$ cat src/rtl/itb_pkg.sv
package itb_pkg;

  // Sizes
  localparam int N_UART_DEF  = 2;
  localparam int N_GROUP     = 3;
  localparam int VEC_W       = 4;
  localparam int UART_COND_N = 6;
  localparam int SIM_COND_N  = 4;
  localparam int LV_GROUP    = 2;

  // Time base fields
  localparam int TB_CNT_W    = 15;
  localparam int TB_SEL_W    = 3;
  localparam int TB_BASE_EXP = 8;
  localparam int TB_RUN_BIT  = 7;
  localparam int TB_SEL_LSB  = 0;

  // Prescaler source codes
  localparam int         PSC_SEL_W     = 2;
  localparam logic [1:0] PSC_SYS       = 2'h0;
  localparam logic [1:0] PSC_SYS_DIV4  = 2'h1;
  localparam logic [1:0] PSC_DIV4_LAST = 2'h3;

  // Register byte addresses
  localparam logic [7:0] ADDR_TB0_CTRL = 8'h00;
  localparam logic [7:0] ADDR_TB1_CTRL = 8'h04;
  localparam logic [7:0] ADDR_PSC      = 8'h08;
  localparam logic [7:0] ADDR_ENABLE   = 8'h0c;
  localparam logic [7:0] ADDR_FLAG     = 8'h10;
  localparam logic [7:0] ADDR_STATUS   = 8'h14;

  // Bit positions in enable, flag and status words
  localparam int EN_GLOBAL_BIT = 0;
  localparam int EN_SRC_LSB    = 1;
  localparam int EN_LV_BIT     = 16;
  localparam int FLAG_LV_BIT   = 16;
  localparam int ST_VEC_LSB    = 0;
  localparam int ST_REQ_BIT    = 8;
  localparam int ST_FULL_BIT   = 9;

  // Reset values
  localparam logic [7:0]           TB_CTRL_RST = 8'h00;
  localparam logic [PSC_SEL_W-1:0] PSC_SEL_RST = 2'h0;

  typedef enum logic {
    BUS_IDLE,
    BUS_READ
  } itb_bus_e;

  // Count mask of one period: 2^(8+sel) ticks
  function automatic logic [TB_CNT_W-1:0] itb_period_mask(input logic [TB_SEL_W-1:0] sel);
    logic [31:0] full;
    full = (32'h1 << (TB_BASE_EXP + 32'(sel))) - 32'h1;
    itb_period_mask = full[TB_CNT_W-1:0];
  endfunction : itb_period_mask

endpackage : itb_pkg

$ cat src/rtl/itb_timebase.sv
module itb_timebase
  import itb_pkg::*;
(
  input  wire logic                hclk,       // System clock
  input  wire logic                hresetn,    // Async reset, active low
  input  wire logic                tick,       // Prescaler clock enable
  input  wire logic                run,        // Generator enable
  input  wire logic [TB_SEL_W-1:0] period_sel, // Period code
  output logic                     overflow    // One-cycle overflow pulse
);

  logic [TB_CNT_W-1:0] cnt_q;
  logic                wrap;

  // Masked compare lets a shorter period take effect at once
  assign wrap = tick && run &&
                ((cnt_q & itb_period_mask(period_sel)) == itb_period_mask(period_sel));

  always_ff @(posedge hclk or negedge hresetn) begin
    if (!hresetn) begin
      cnt_q <= '0;
    end else if (!run) begin
      cnt_q <= '0;
    end else if (wrap) begin
      cnt_q <= '0;
    end else if (tick) begin
      cnt_q <= cnt_q + 15'h1;
    end
  end

  always_ff @(posedge hclk or negedge hresetn) begin
    if (!hresetn) begin
      overflow <= 1'b0;
    end else begin
      overflow <= wrap;
    end
  end
endmodule : itb_timebase

$ cat src/rtl/itb_top.sv
// Local design decisions: the AHB-Lite slave port and the placing of the registers.
module itb_top
  import itb_pkg::*;
#(
  parameter int N_UART = N_UART_DEF
)(
  input  wire logic                          hclk,                    // System clock
  input  wire logic                          hresetn,                 // Async reset, active low
  input  wire logic                          hsel,                    // Slave select
  input  wire logic [31:0]                   haddr,                   // Byte address
  input  wire logic [1:0]                    htrans,                  // Transfer type
  input  wire logic                          hwrite,                  // Write when high
  input  wire logic [2:0]                    hsize,                   // Transfer size
  input  wire logic [31:0]                   hwdata,                  // Write data
  input  wire logic                          hready,                  // Bus ready
  output logic                               hreadyout,               // Slave ready
  output logic                               hresp,                   // Always OKAY
  output logic [31:0]                        hrdata,                  // Read data
  input  wire logic                          sub_clk_tick,            // Subsidiary clock enable
  input  wire logic [N_UART*UART_COND_N-1:0] uart_event,              // Serial port conditions
  input  wire logic [SIM_COND_N-1:0]         sim_event,               // Serial module events
  input  wire logic                          spi_event,               // SPI byte done
  input  wire logic [N_GROUP-1:0]            group_member_evt,        // Timer/EEPROM flag sets
  input  wire logic                          lv_supply_low,           // Supply below threshold
  input  wire logic                          low_voltage_sense_input, // Sense input low
  input  wire logic                          cpu_stack_full,          // Call stack full
  input  wire logic                          cpu_irq_ack,             // Vector taken pulse
  input  wire logic                          cpu_reti,                // Return re-enables
  output logic                               irq_req,                 // Request to core
  output logic [VEC_W-1:0]                   irq_vector,              // Winning source index
  output logic                               wake                     // Wake-up pulse
);

  localparam int IDX_TB0  = 0;
  localparam int IDX_TB1  = 1;
  localparam int IDX_UART = 2;
  localparam int IDX_SIM  = IDX_UART + N_UART;
  localparam int IDX_SPI  = IDX_SIM + 1;
  localparam int IDX_MF   = IDX_SPI + 1;
  localparam int NSRC     = IDX_MF + N_GROUP;

  itb_bus_e    bus_q;
  logic        wr_pend_q;
  logic [7:0]  addr_q;
  logic        a_valid;
  logic        wr_en;
  logic                    tb0_run_q;
  logic [TB_SEL_W-1:0]     tb0_sel_q;
  logic                    tb1_run_q;
  logic [TB_SEL_W-1:0]     tb1_sel_q;
  logic [PSC_SEL_W-1:0]    psc_sel_q;
  logic                    global_q;
  logic [NSRC-1:0]         src_en_q;
  logic                    lv_en_q;
  logic [NSRC-1:0]         req_q;
  logic [NSRC-1:0]         req_d;
  logic                    lv_flag_q;
  logic                    lv_flag_d;
  logic                    lv_lvl_q;
  logic [NSRC-1:0]         set_vec;
  logic [NSRC-1:0]         ack_clr;
  logic [NSRC-1:0]         sw_clr;
  logic                    ack_take;
  logic [1:0]              div4_q;
  logic                    psc_tick;
  logic [1:0]              tb_ovf;
  logic [NSRC-1:0]         pend;
  logic                    win_any;
  logic [VEC_W-1:0]        win_idx;
  logic [31:0]             rd_mux;

  assign a_valid   = hsel && hready && htrans[1];
  assign wr_en     = wr_pend_q;
  assign hreadyout = (bus_q == BUS_IDLE);
  assign hresp     = 1'b0;

  // Reads take one wait state so the data come from a register
  always_ff @(posedge hclk or negedge hresetn) begin
    if (!hresetn) begin
      bus_q     <= BUS_IDLE;
      wr_pend_q <= 1'b0;
      addr_q    <= 8'h00;
    end else begin
      wr_pend_q <= a_valid && hwrite;
      if (a_valid) begin
        addr_q <= haddr[7:0];
      end
      unique case (bus_q)
        BUS_IDLE: begin
          if (a_valid && !hwrite) begin
            bus_q <= BUS_READ;
          end
        end
        BUS_READ: begin
          bus_q <= BUS_IDLE;
        end
      endcase
    end
  end

  always_comb begin
    rd_mux = 32'h0;
    unique case (addr_q)
      ADDR_TB0_CTRL: begin
        rd_mux[TB_RUN_BIT]                  = tb0_run_q;
        rd_mux[TB_SEL_LSB +: TB_SEL_W]      = tb0_sel_q;
      end
      ADDR_TB1_CTRL: begin
        rd_mux[TB_RUN_BIT]                  = tb1_run_q;
        rd_mux[TB_SEL_LSB +: TB_SEL_W]      = tb1_sel_q;
      end
      ADDR_PSC: begin
        rd_mux[PSC_SEL_W-1:0]               = psc_sel_q;
      end
      ADDR_ENABLE: begin
        rd_mux[EN_GLOBAL_BIT]               = global_q;
        rd_mux[EN_SRC_LSB +: NSRC]          = src_en_q;
        rd_mux[EN_LV_BIT]                   = lv_en_q;
      end
      ADDR_FLAG: begin
        rd_mux[NSRC-1:0]                    = req_q;
        rd_mux[FLAG_LV_BIT]                 = lv_flag_q;
      end
      ADDR_STATUS: begin
        rd_mux[ST_VEC_LSB +: VEC_W]         = irq_vector;
        rd_mux[ST_REQ_BIT]                  = irq_req;
        rd_mux[ST_FULL_BIT]                 = cpu_stack_full;
      end
      default: begin
        rd_mux = 32'h0;
      end
    endcase
  end

  always_ff @(posedge hclk or negedge hresetn) begin
    if (!hresetn) begin
      hrdata <= 32'h0;
    end else if (bus_q == BUS_READ) begin
      hrdata <= rd_mux;
    end
  end

  // Time base and prescaler controls; unused control bits are never stored
  always_ff @(posedge hclk or negedge hresetn) begin
    if (!hresetn) begin
      tb0_run_q <= TB_CTRL_RST[TB_RUN_BIT];
      tb0_sel_q <= TB_CTRL_RST[TB_SEL_LSB +: TB_SEL_W];
      tb1_run_q <= TB_CTRL_RST[TB_RUN_BIT];
      tb1_sel_q <= TB_CTRL_RST[TB_SEL_LSB +: TB_SEL_W];
      psc_sel_q <= PSC_SEL_RST;
    end else if (wr_en) begin
      if (addr_q == ADDR_TB0_CTRL) begin
        tb0_run_q <= hwdata[TB_RUN_BIT];
        tb0_sel_q <= hwdata[TB_SEL_LSB +: TB_SEL_W];
      end
      if (addr_q == ADDR_TB1_CTRL) begin
        tb1_run_q <= hwdata[TB_RUN_BIT];
        tb1_sel_q <= hwdata[TB_SEL_LSB +: TB_SEL_W];
      end
      if (addr_q == ADDR_PSC) begin
        psc_sel_q <= hwdata[PSC_SEL_W-1:0];
      end
    end
  end

  // Source enables
  always_ff @(posedge hclk or negedge hresetn) begin
    if (!hresetn) begin
      src_en_q <= '0;
      lv_en_q  <= 1'b0;
    end else if (wr_en && addr_q == ADDR_ENABLE) begin
      src_en_q <= hwdata[EN_SRC_LSB +: NSRC];
      lv_en_q  <= hwdata[EN_LV_BIT];
    end
  end

  // Global enable: service clears it, return sets it, software may write it
  always_ff @(posedge hclk or negedge hresetn) begin
    if (!hresetn) begin
      global_q <= 1'b0;
    end else if (ack_take) begin
      global_q <= 1'b0;
    end else if (cpu_reti) begin
      global_q <= 1'b1;
    end else if (wr_en && addr_q == ADDR_ENABLE) begin
      global_q <= hwdata[EN_GLOBAL_BIT];
    end
  end

  // Prescaler clock enable
  always_ff @(posedge hclk or negedge hresetn) begin
    if (!hresetn) begin
      div4_q <= 2'h0;
    end else begin
      div4_q <= div4_q + 2'h1;
    end
  end

  always_comb begin
    if (psc_sel_q == PSC_SYS) begin
      psc_tick = 1'b1;
    end else if (psc_sel_q == PSC_SYS_DIV4) begin
      psc_tick = (div4_q == PSC_DIV4_LAST);
    end else begin
      psc_tick = sub_clk_tick;
    end
  end

  itb_timebase u_tb0 (
    .hclk       (hclk),
    .hresetn    (hresetn),
    .tick       (psc_tick),
    .run        (tb0_run_q),
    .period_sel (tb0_sel_q),
    .overflow   (tb_ovf[0])
  );

  itb_timebase u_tb1 (
    .hclk       (hclk),
    .hresetn    (hresetn),
    .tick       (psc_tick),
    .run        (tb1_run_q),
    .period_sel (tb1_sel_q),
    .overflow   (tb_ovf[1])
  );

  // Flag sources
  assign lv_flag_d = lv_flag_q && !(wr_en && addr_q == ADDR_FLAG && hwdata[FLAG_LV_BIT]) ||
                     ((lv_supply_low || low_voltage_sense_input) && !lv_lvl_q);

  always_comb begin
    set_vec          = '0;
    set_vec[IDX_TB0] = tb_ovf[0];
    set_vec[IDX_TB1] = tb_ovf[1];
    for (int u = 0; u < N_UART; u++) begin
      set_vec[IDX_UART+u] = |uart_event[u*UART_COND_N +: UART_COND_N];
    end
    set_vec[IDX_SIM] = |sim_event;
    set_vec[IDX_SPI] = spi_event;
    for (int g = 0; g < N_GROUP; g++) begin
      set_vec[IDX_MF+g] = group_member_evt[g];
    end
    set_vec[IDX_MF+LV_GROUP] = group_member_evt[LV_GROUP] ||
                               (lv_en_q && lv_flag_d && !lv_flag_q);
  end

  assign ack_take = cpu_irq_ack && irq_req;
  assign sw_clr   = (wr_en && addr_q == ADDR_FLAG) ? hwdata[NSRC-1:0] : '0;

  always_comb begin
    ack_clr = '0;
    if (ack_take) begin
      ack_clr[irq_vector] = 1'b1;
    end
  end

  // A new event in the same cycle as a clear keeps the flag set
  assign req_d = (req_q & ~sw_clr & ~ack_clr) | set_vec;

  always_ff @(posedge hclk or negedge hresetn) begin
    if (!hresetn) begin
      req_q     <= '0;
      lv_flag_q <= 1'b0;
      lv_lvl_q  <= 1'b0;
    end else begin
      req_q     <= req_d;
      lv_flag_q <= lv_flag_d;
      lv_lvl_q  <= lv_supply_low || low_voltage_sense_input;
    end
  end

  always_ff @(posedge hclk or negedge hresetn) begin
    if (!hresetn) begin
      wake <= 1'b0;
    end else begin
      wake <= |(req_d & ~req_q) || (lv_flag_d && !lv_flag_q);
    end
  end

  // Arbitration: lowest index wins
  assign pend = req_q & src_en_q & {NSRC{global_q && !cpu_stack_full}};

  always_comb begin
    win_any = 1'b0;
    win_idx = '0;
    for (int i = NSRC - 1; i >= 0; i--) begin
      if (pend[i]) begin
        win_any = 1'b1;
        win_idx = VEC_W'(i);
      end
    end
  end

  always_ff @(posedge hclk or negedge hresetn) begin
    if (!hresetn) begin
      irq_req    <= 1'b0;
      irq_vector <= '0;
    end else begin
      irq_req    <= win_any && !ack_take && !cpu_stack_full;
      irq_vector <= win_idx;
    end
  end
endmodule : itb_top

$ cat config.mk
export PLATFORM = sky130hd
export DESIGN_NAME = itb_top
export DESIGN_NICKNAME = d
export VERILOG_FILES = /design/src/rtl/itb_pkg.sv /design/src/rtl/itb_timebase.sv /design/src/rtl/itb_top.sv
export SDC_FILE = /design/constraint.sdc
export NUM_CORES = 1
export LEC_CHECK = 0
export ABC_AREA = 1
export ABC_CLOCK_PERIOD_IN_PS = 2900
export BUFFER_PORTS_ARGS = -buffer_cell sky130_fd_sc_hd__clkbuf_2
export CAP_MARGIN = 40
export CORE_MARGIN = 2
export CORE_UTILIZATION = 42
export CTS_BUF_LIST = sky130_fd_sc_hd__clkbuf_8
export DETAILED_ROUTE_END_ITERATION = 16
export PLACE_DENSITY = 0.66
export SLEW_MARGIN = 30
export SYNTH_ARGS = -nofsm -noshare
export SYNTH_HDL_FRONTEND = slang
export SYNTH_HIERARCHICAL = 1
export SYNTH_SLANG_ARGS = --single-unit
$ cat constraint.sdc
create_clock -name hclk -period 2.9 [get_ports hclk]
set_input_delay 0.145 -clock hclk [delete_from_list [all_inputs] [get_ports hclk]]
set_output_delay 0.145 -clock hclk [all_outputs]
set_load 0.01 [all_outputs]
After elaboration in Yosys (flattened, before gate mapping)
Index checks and enable logic that the tools add are counted.

Register bits: 93. Bits of input ports: 100. Output and inout bits: 40. Logic and storage cells: 141.

$add $sub $neg: 7. $lt $le $gt $ge: 2. Eq/ne operators: 11. Shift-type cells: 2. Multiplexer cells: 43. Bitwise logic cells: 12. Reductions and logical operators: 41.

Operators by type and width (count): two-way mux 15 bit (6); left shift 1 x 32 -> 15 bit, first input constant (2); AND 9 bit (5); two-way mux 4 bit (9); adder 15 x 1 -> 15 bit, second input constant (2); AND 15 bit (2); equality test 15 bit (2); subtractor 15 x 1 -> 15 bit, second input constant (2); inverter 9 bit (3); logical AND 1 bit (21); two-way mux 9 bit (2); equality test 8 x 4 -> 1 bit, second input constant (2); equality test 8 x 5 -> 1 bit, second input constant (2); two-way mux 1 bit (16); one-hot mux 2 bit (6 select lines) (1); OR reduction 6 bit (2); adder 4 x 3 -> 5 bit, first input constant (2); OR 9 bit (1); OR reduction 9 bit (1); equality test 8 x 3 -> 1 bit, second input constant (1); logical NOT 8 bit (1); logical NOT 1 bit (6); inequality test 3 x 1 -> 1 bit, second input constant (2); one-hot mux 1 bit (2 select lines) (3); other kinds (16) (22).

Longest topological paths before layout
Depth in word-level cells: 14. Mapped depth: 13. Gate-level depth less buffers: 12.

Hierarchy
Netlist, hierarchy kept.

By module, submodules not included: itb_top (times used 1, cells each 416, area each 3285.7 sq um, sequential area each 1526.5 sq um); itb_timebase at u_tb1 (times used 1, cells each 150, area each 1128.6 sq um, sequential area each 400.4 sq um); itb_timebase at u_tb0 (times used 1, cells each 145, area each 1123.6 sq um, sequential area each 400.4 sq um).

Least setup slack after synthesis
OpenSTA, ideal clock, no wires.

Kind: register to register. Start point: reg tb1_sel_q[1]. End point: reg u_tb1.cnt_q[0]. Library setup time: 0.125 ns. Arrival time: 1.633 ns. Data required time: 2.775 ns. Setup slack: 1.142 ns. Cell stages (with the launch flop): 13. Buffers on the path: 0. Clock period less this slack: 1.758 ns. Cell sequence: dfrtp_1 -> nor2_2 -> nand2_1 -> ha_1 -> inv_1 -> nand2_1 -> nand2_1 -> nor2_1 -> nand3_2 -> nor2_4 -> nand2_4 -> nand2_8 -> a21oi_4.

Longest elaborated chain between the ends: 8. Elaborated cells on any way between the ends: 9. Those cells by class: add/sub (2); eq/ne (2); shift (1); mux (2); bitwise (1); reduce/logical (1).

Ends and longest elaborated chain: start: declaration (RTL line itb_top.sv:50) `logic [TB_SEL_W-1:0] tb1_sel_q;`; start signal: assignment (RTL line itb_top.sv:149) `tb1_sel_q <= TB_CTRL_RST[TB_SEL_LSB +: TB_SEL_W];`; start signal: assignment (RTL line itb_top.sv:158) `tb1_sel_q <= hwdata[TB_SEL_LSB +: TB_SEL_W];`; adder 4 x 3 -> 5 bit (*) (RTL line itb_pkg.sv:53) `full = (32'h1 << (TB_BASE_EXP + 32'(sel))) - 32'h1;`; left shift 1 x 32 -> 15 bit (*) (RTL line itb_pkg.sv:53); subtractor 15 x 1 -> 15 bit (*) (RTL line itb_pkg.sv:53); AND 15 bit (RTL line itb_timebase.sv:17) `((cnt_q & itb_period_mask(period_sel)) == itb_period_mask(period_sel));`; equality test 15 bit (*) (RTL line itb_timebase.sv:17); logical AND 1 bit (*) (RTL line itb_timebase.sv:16) `assign wrap = tick && run &&`; two-way mux 15 bit (RTL line itb_timebase.sv:24) `end else if (wrap) begin`; two-way mux 15 bit (RTL line itb_timebase.sv:22) `end else if (!run) begin`; end signal: assignment (RTL line itb_timebase.sv:27) `cnt_q <= cnt_q + 15'h1;`; end: declaration (RTL line itb_timebase.sv:12) `logic [TB_CNT_W-1:0] cnt_q;`.

Mark *: on every way between the ends. The rest lies on a longest branch, timed or not. A chain may end at the register's enable or synchronous reset.

Worst setup path in the final report
Start point: reg addr_q[6]. End point: reg req_q[4].

Longest elaborated chain between the ends: 7.

Ends and longest elaborated chain: start: declaration (RTL line itb_top.sv:44) `logic [7:0] addr_q;`; start signal: assignment (RTL line itb_top.sv:86) `addr_q <= haddr[7:0];`; equality test 8 x 5 -> 1 bit (RTL line itb_top.sv:248) `assign sw_clr = (wr_en && addr_q == ADDR_FLAG) ? hwdata[NSRC-1:0] : '0;`; logical AND 1 bit (RTL line itb_top.sv:248); two-way mux 9 bit (RTL line itb_top.sv:248); inverter 9 bit (RTL line itb_top.sv:258) `assign req_d = (req_q & ~sw_clr & ~ack_clr) | set_vec;`; AND 9 bit (2 in series) (RTL line itb_top.sv:258); OR 9 bit (RTL line itb_top.sv:258); named net req_d[4] (RTL line itb_top.sv:56) `logic [NSRC-1:0] req_d;`; end signal: assignment (RTL line itb_top.sv:266) `req_q <= req_d;`; end: declaration (RTL line itb_top.sv:55) `logic [NSRC-1:0] req_q;`.

The timed path passes the listed nets, and every way through them passes these cells.

==> impl_metrics.tcl <==
set metrics [dict create \
    pre_cts_ws_ns 0.958 \
    relSlewSlack_pct 60.8 \
    final-setup-viol-count 0 \
    synthArstFlopShare_pct 100 \
    ff2ff_path_depth 9 \
    hold_path.class "in2reg" \
    rsz0062_at_grt "no" \
    drive_gt1_share_pct 20.6 \
    cts_root_buffer "clkbuf_8" \
    power_per_cell_area_mw_per_mm2 505 \
    worstPathArrival_ns 2.34 \
    port_buffers 68 \
    grt_pass1_vias 4456 \
    wl_per_cell_um 13.1 \
    post-route-period-util_pct 71.7 \
    synth-seq-cells 93 \
    clk_path_buf_depth 2 \
    cp.required_ns 3.16 \
    place_hpwl_mm 9.32 \
    fin_util_pct 50.4 \
    groute.usage.overall_pct 18.9 \
    startpoint_type "register" \
    nFillCells 1281 \
    cts_tree "built" \
    htree_levels 3 \
    place_congestion 0.870 \
    die_area_mm2 0.0141 \
    ctsResizeCount 0 \
    max_cap_violations 0 \
    path_class "reg2reg" \
    grt_overflow_total 0 \
    reg2reg_to "req_q[4]$_DFF_PN0_" \
    synth.distinct_cells 46 \
    synthCells 711 \
    fin_ws_ns 0.821 \
    drt_iter0_drc 238 \
    synth_ff_type "dfrtp_1" \
    yosysWarnings 6 \
    whs_path_depth 3 \
    skew_ns 0.00836 \
    fin_setup_tns_ns 0 \
    status "finished clean" \
    dieWidth_um 119 \
    start_util_pct 43.5 \
    power.leakage_nw 3.30 \
    place_inst 944 \
    r2r-start "addr_q[6]$_DFFE_PN0P_" \
    crit_path_end_kind "register" \
    antenna_found_initial 0 \
    nets 909 \
    p_total_mw 3.24 \
    ioPinCount 140 \
    insertion_delay_ns 0.37 \
    final_area_mm2 0.00641 \
    synth_area_leader_cell "dfrtp_1" \
    r2r_setup_slack_ns 0.82 \
    drc 0 \
    yosys-top-cells-area "dfrtp_1 (42%), nand2_1 (12%), nand3_1 (6.6%)" \
    area.growth.synth_to_final_pct 15.8 \
    seq_area_frac_synth_pct 42.0 \
    min_from "haddr[1]" \
    max_freq_mhz 481 \
    synth_top_cell_area_share_pct 42.0 \
    irDropWorstVdd_v 0.000274 \
    vias 4800 \
    ant_nets 0 \
    finalMaxSlewViolations 0 \
    path_clk_slew_ns 0.09 \
    syn_area_per_cell_um2 7.79 \
    cts_buffers 9 \
    n_antenna_cell 0 \
    finalHoldViolations 0 \
    drt_pass1_iterations 5 \
    worst_slew_pin_slew_ns 0.587 \
    clock-sinks 93 \
    netlist_area_mm2 0.00554 \
    final_common_cell "nand2_1" \
    synth_edf_count 0 \
    fp.coreArea_mm2 0.0127 \
    mostFrequentLayoutCells "nand2_1 (176), dfrtp_1 (93), inv_1 (78), nor2_1 (74), nand3_1 (73)" \
    cp_max_fo 12 \
    rows 41 \
    multiInputGateArea_mm2 0.00270 \
    period_minus_slack_ns 2.08 \
    grt_max_degree 94 \
    drt_wl_total_mm 12.9 \
    timing.hold.ws_ns 0.0213 \
    register_area_mm2 0.00233 \
    final_cells 981 \
    vias_per_cell 4.89 \
    die_h_um 119 \
    hold_end "addr_q[1]$_DFFE_PN0P_" \
    place_area_mm2 0.00598 \
    grt_pass1_wl_mm 21.6 \
]
## routing by layer
layer  part of all wire [%]  vias up  global-route usage [%]
li1                       -     2420                       -
met1                     46     2247                    25.2
met2                     49      119                    31.1
met3                    4.1       14                    2.83
met4                    1.5        0                    6.92
met5                      0        -                       0
## Yosys cell counts, drive strengths merged (5+ instances only)
master and instances:
nand2 201, nand4 9, o22ai 10, a21oi 31, nor3 7, dfrtp 93, xor2 12, nor2 88
inv 88, nand3 77, ha 5, buf 28, o21ai 39
## state kept, by name, indices dropped and copies added, names as in the netlist, 2 cells and up
| register | count |
|---|---|
| irq_vector | 4 |
| div4_q | 2 |
| hrdata | 11 |
| tb1_sel_q | 3 |
| tb0_sel_q | 3 |
| psc_sel_q | 2 |
| u_tb1/cnt_q | 15 |
| u_tb0/cnt_q | 15 |
| addr_q | 8 |
| src_en_q | 9 |
| req_q | 9 |
## worst max-delay path: stages (launching register included)
cell and delay [ns]:
dfrtp_1 0.39, inv_1 0.08, nand2_1 0.09, nor2_4 0.28, nand2_4 0.16, nor2_8 0.21
nand2_1 0.07, nand3_1 0.07, nand3_1 0.06, dlygate4sd3_1 0.55
## layout make-up
type	count	area share, %
Timing Repair Buffer	93	9.29
Clock inverter	5	1.15
Clock buffer	11	2.36
Inverter	90	5.42
Sequential cell	93	36.3
Multi-Input combinational cell	517	42.1
Tap cell	172	3.36
## worst max-delay path by stage
stage	from	cells past startpoint	slack (ns)	end
5_1_grt	addr_q[5]$_DFFE_PN0P_	9	0.68	req_q[4]$_DFF_PN0_
3_3_place_gp	tb1_sel_q[1]$_DFFE_PN0P_	12	1.0	u_tb1/cnt_q[8]$_DFFE_PN0P_
6_report	addr_q[6]$_DFFE_PN0P_	9	0.82	req_q[4]$_DFF_PN0_
2_1_floorplan	tb1_sel_q[1]$_DFFE_PN0P_	12	1.14	u_tb1/cnt_q[0]$_DFFE_PN0P_
3_5_place_dp	tb0_sel_q[1]$_DFFE_PN0P_	10	0.96	u_tb0/cnt_q[0]$_DFFE_PN0P_
4_1_cts	addr_q[5]$_DFFE_PN0P_	9	0.80	req_q[4]$_DFF_PN0_
## timing repair
action | 4_1_cts | 5_1_grt
endpoints found under the hold margin | 111 | 0
endpoints found under the setup margin | 0 | 0
hold buffers | 21 | 0
setup buffers | 0 | 0
## report_power, final
part	total, mW	switching (mW)	internal, mW	leakage [nW]
Sequential	1.61	0.171	1.44	1.08
Combinational	0.640	0.393	0.247	2.10
Clock	0.988	0.461	0.527	0.121
## cell families (layout without fill, tap and decap cells)
group                    after synthesis  count (layout)  share of synthesized area [%]
AO/OA/AOI/OAI                         89              89                           10.4
XOR/XNOR                              14              14                           2.21
adder cells (fa/ha/maj)                5               5                           1.13
buffers and inverters                122             199                           10.6
flip-flops                            93              93                           42.0
multiplexers                           1               1                          0.203
other                                  1              22                         0.0677
AND/OR/NAND/NOR                      386             386                           33.3
Power figures use the tool's default switching activity.
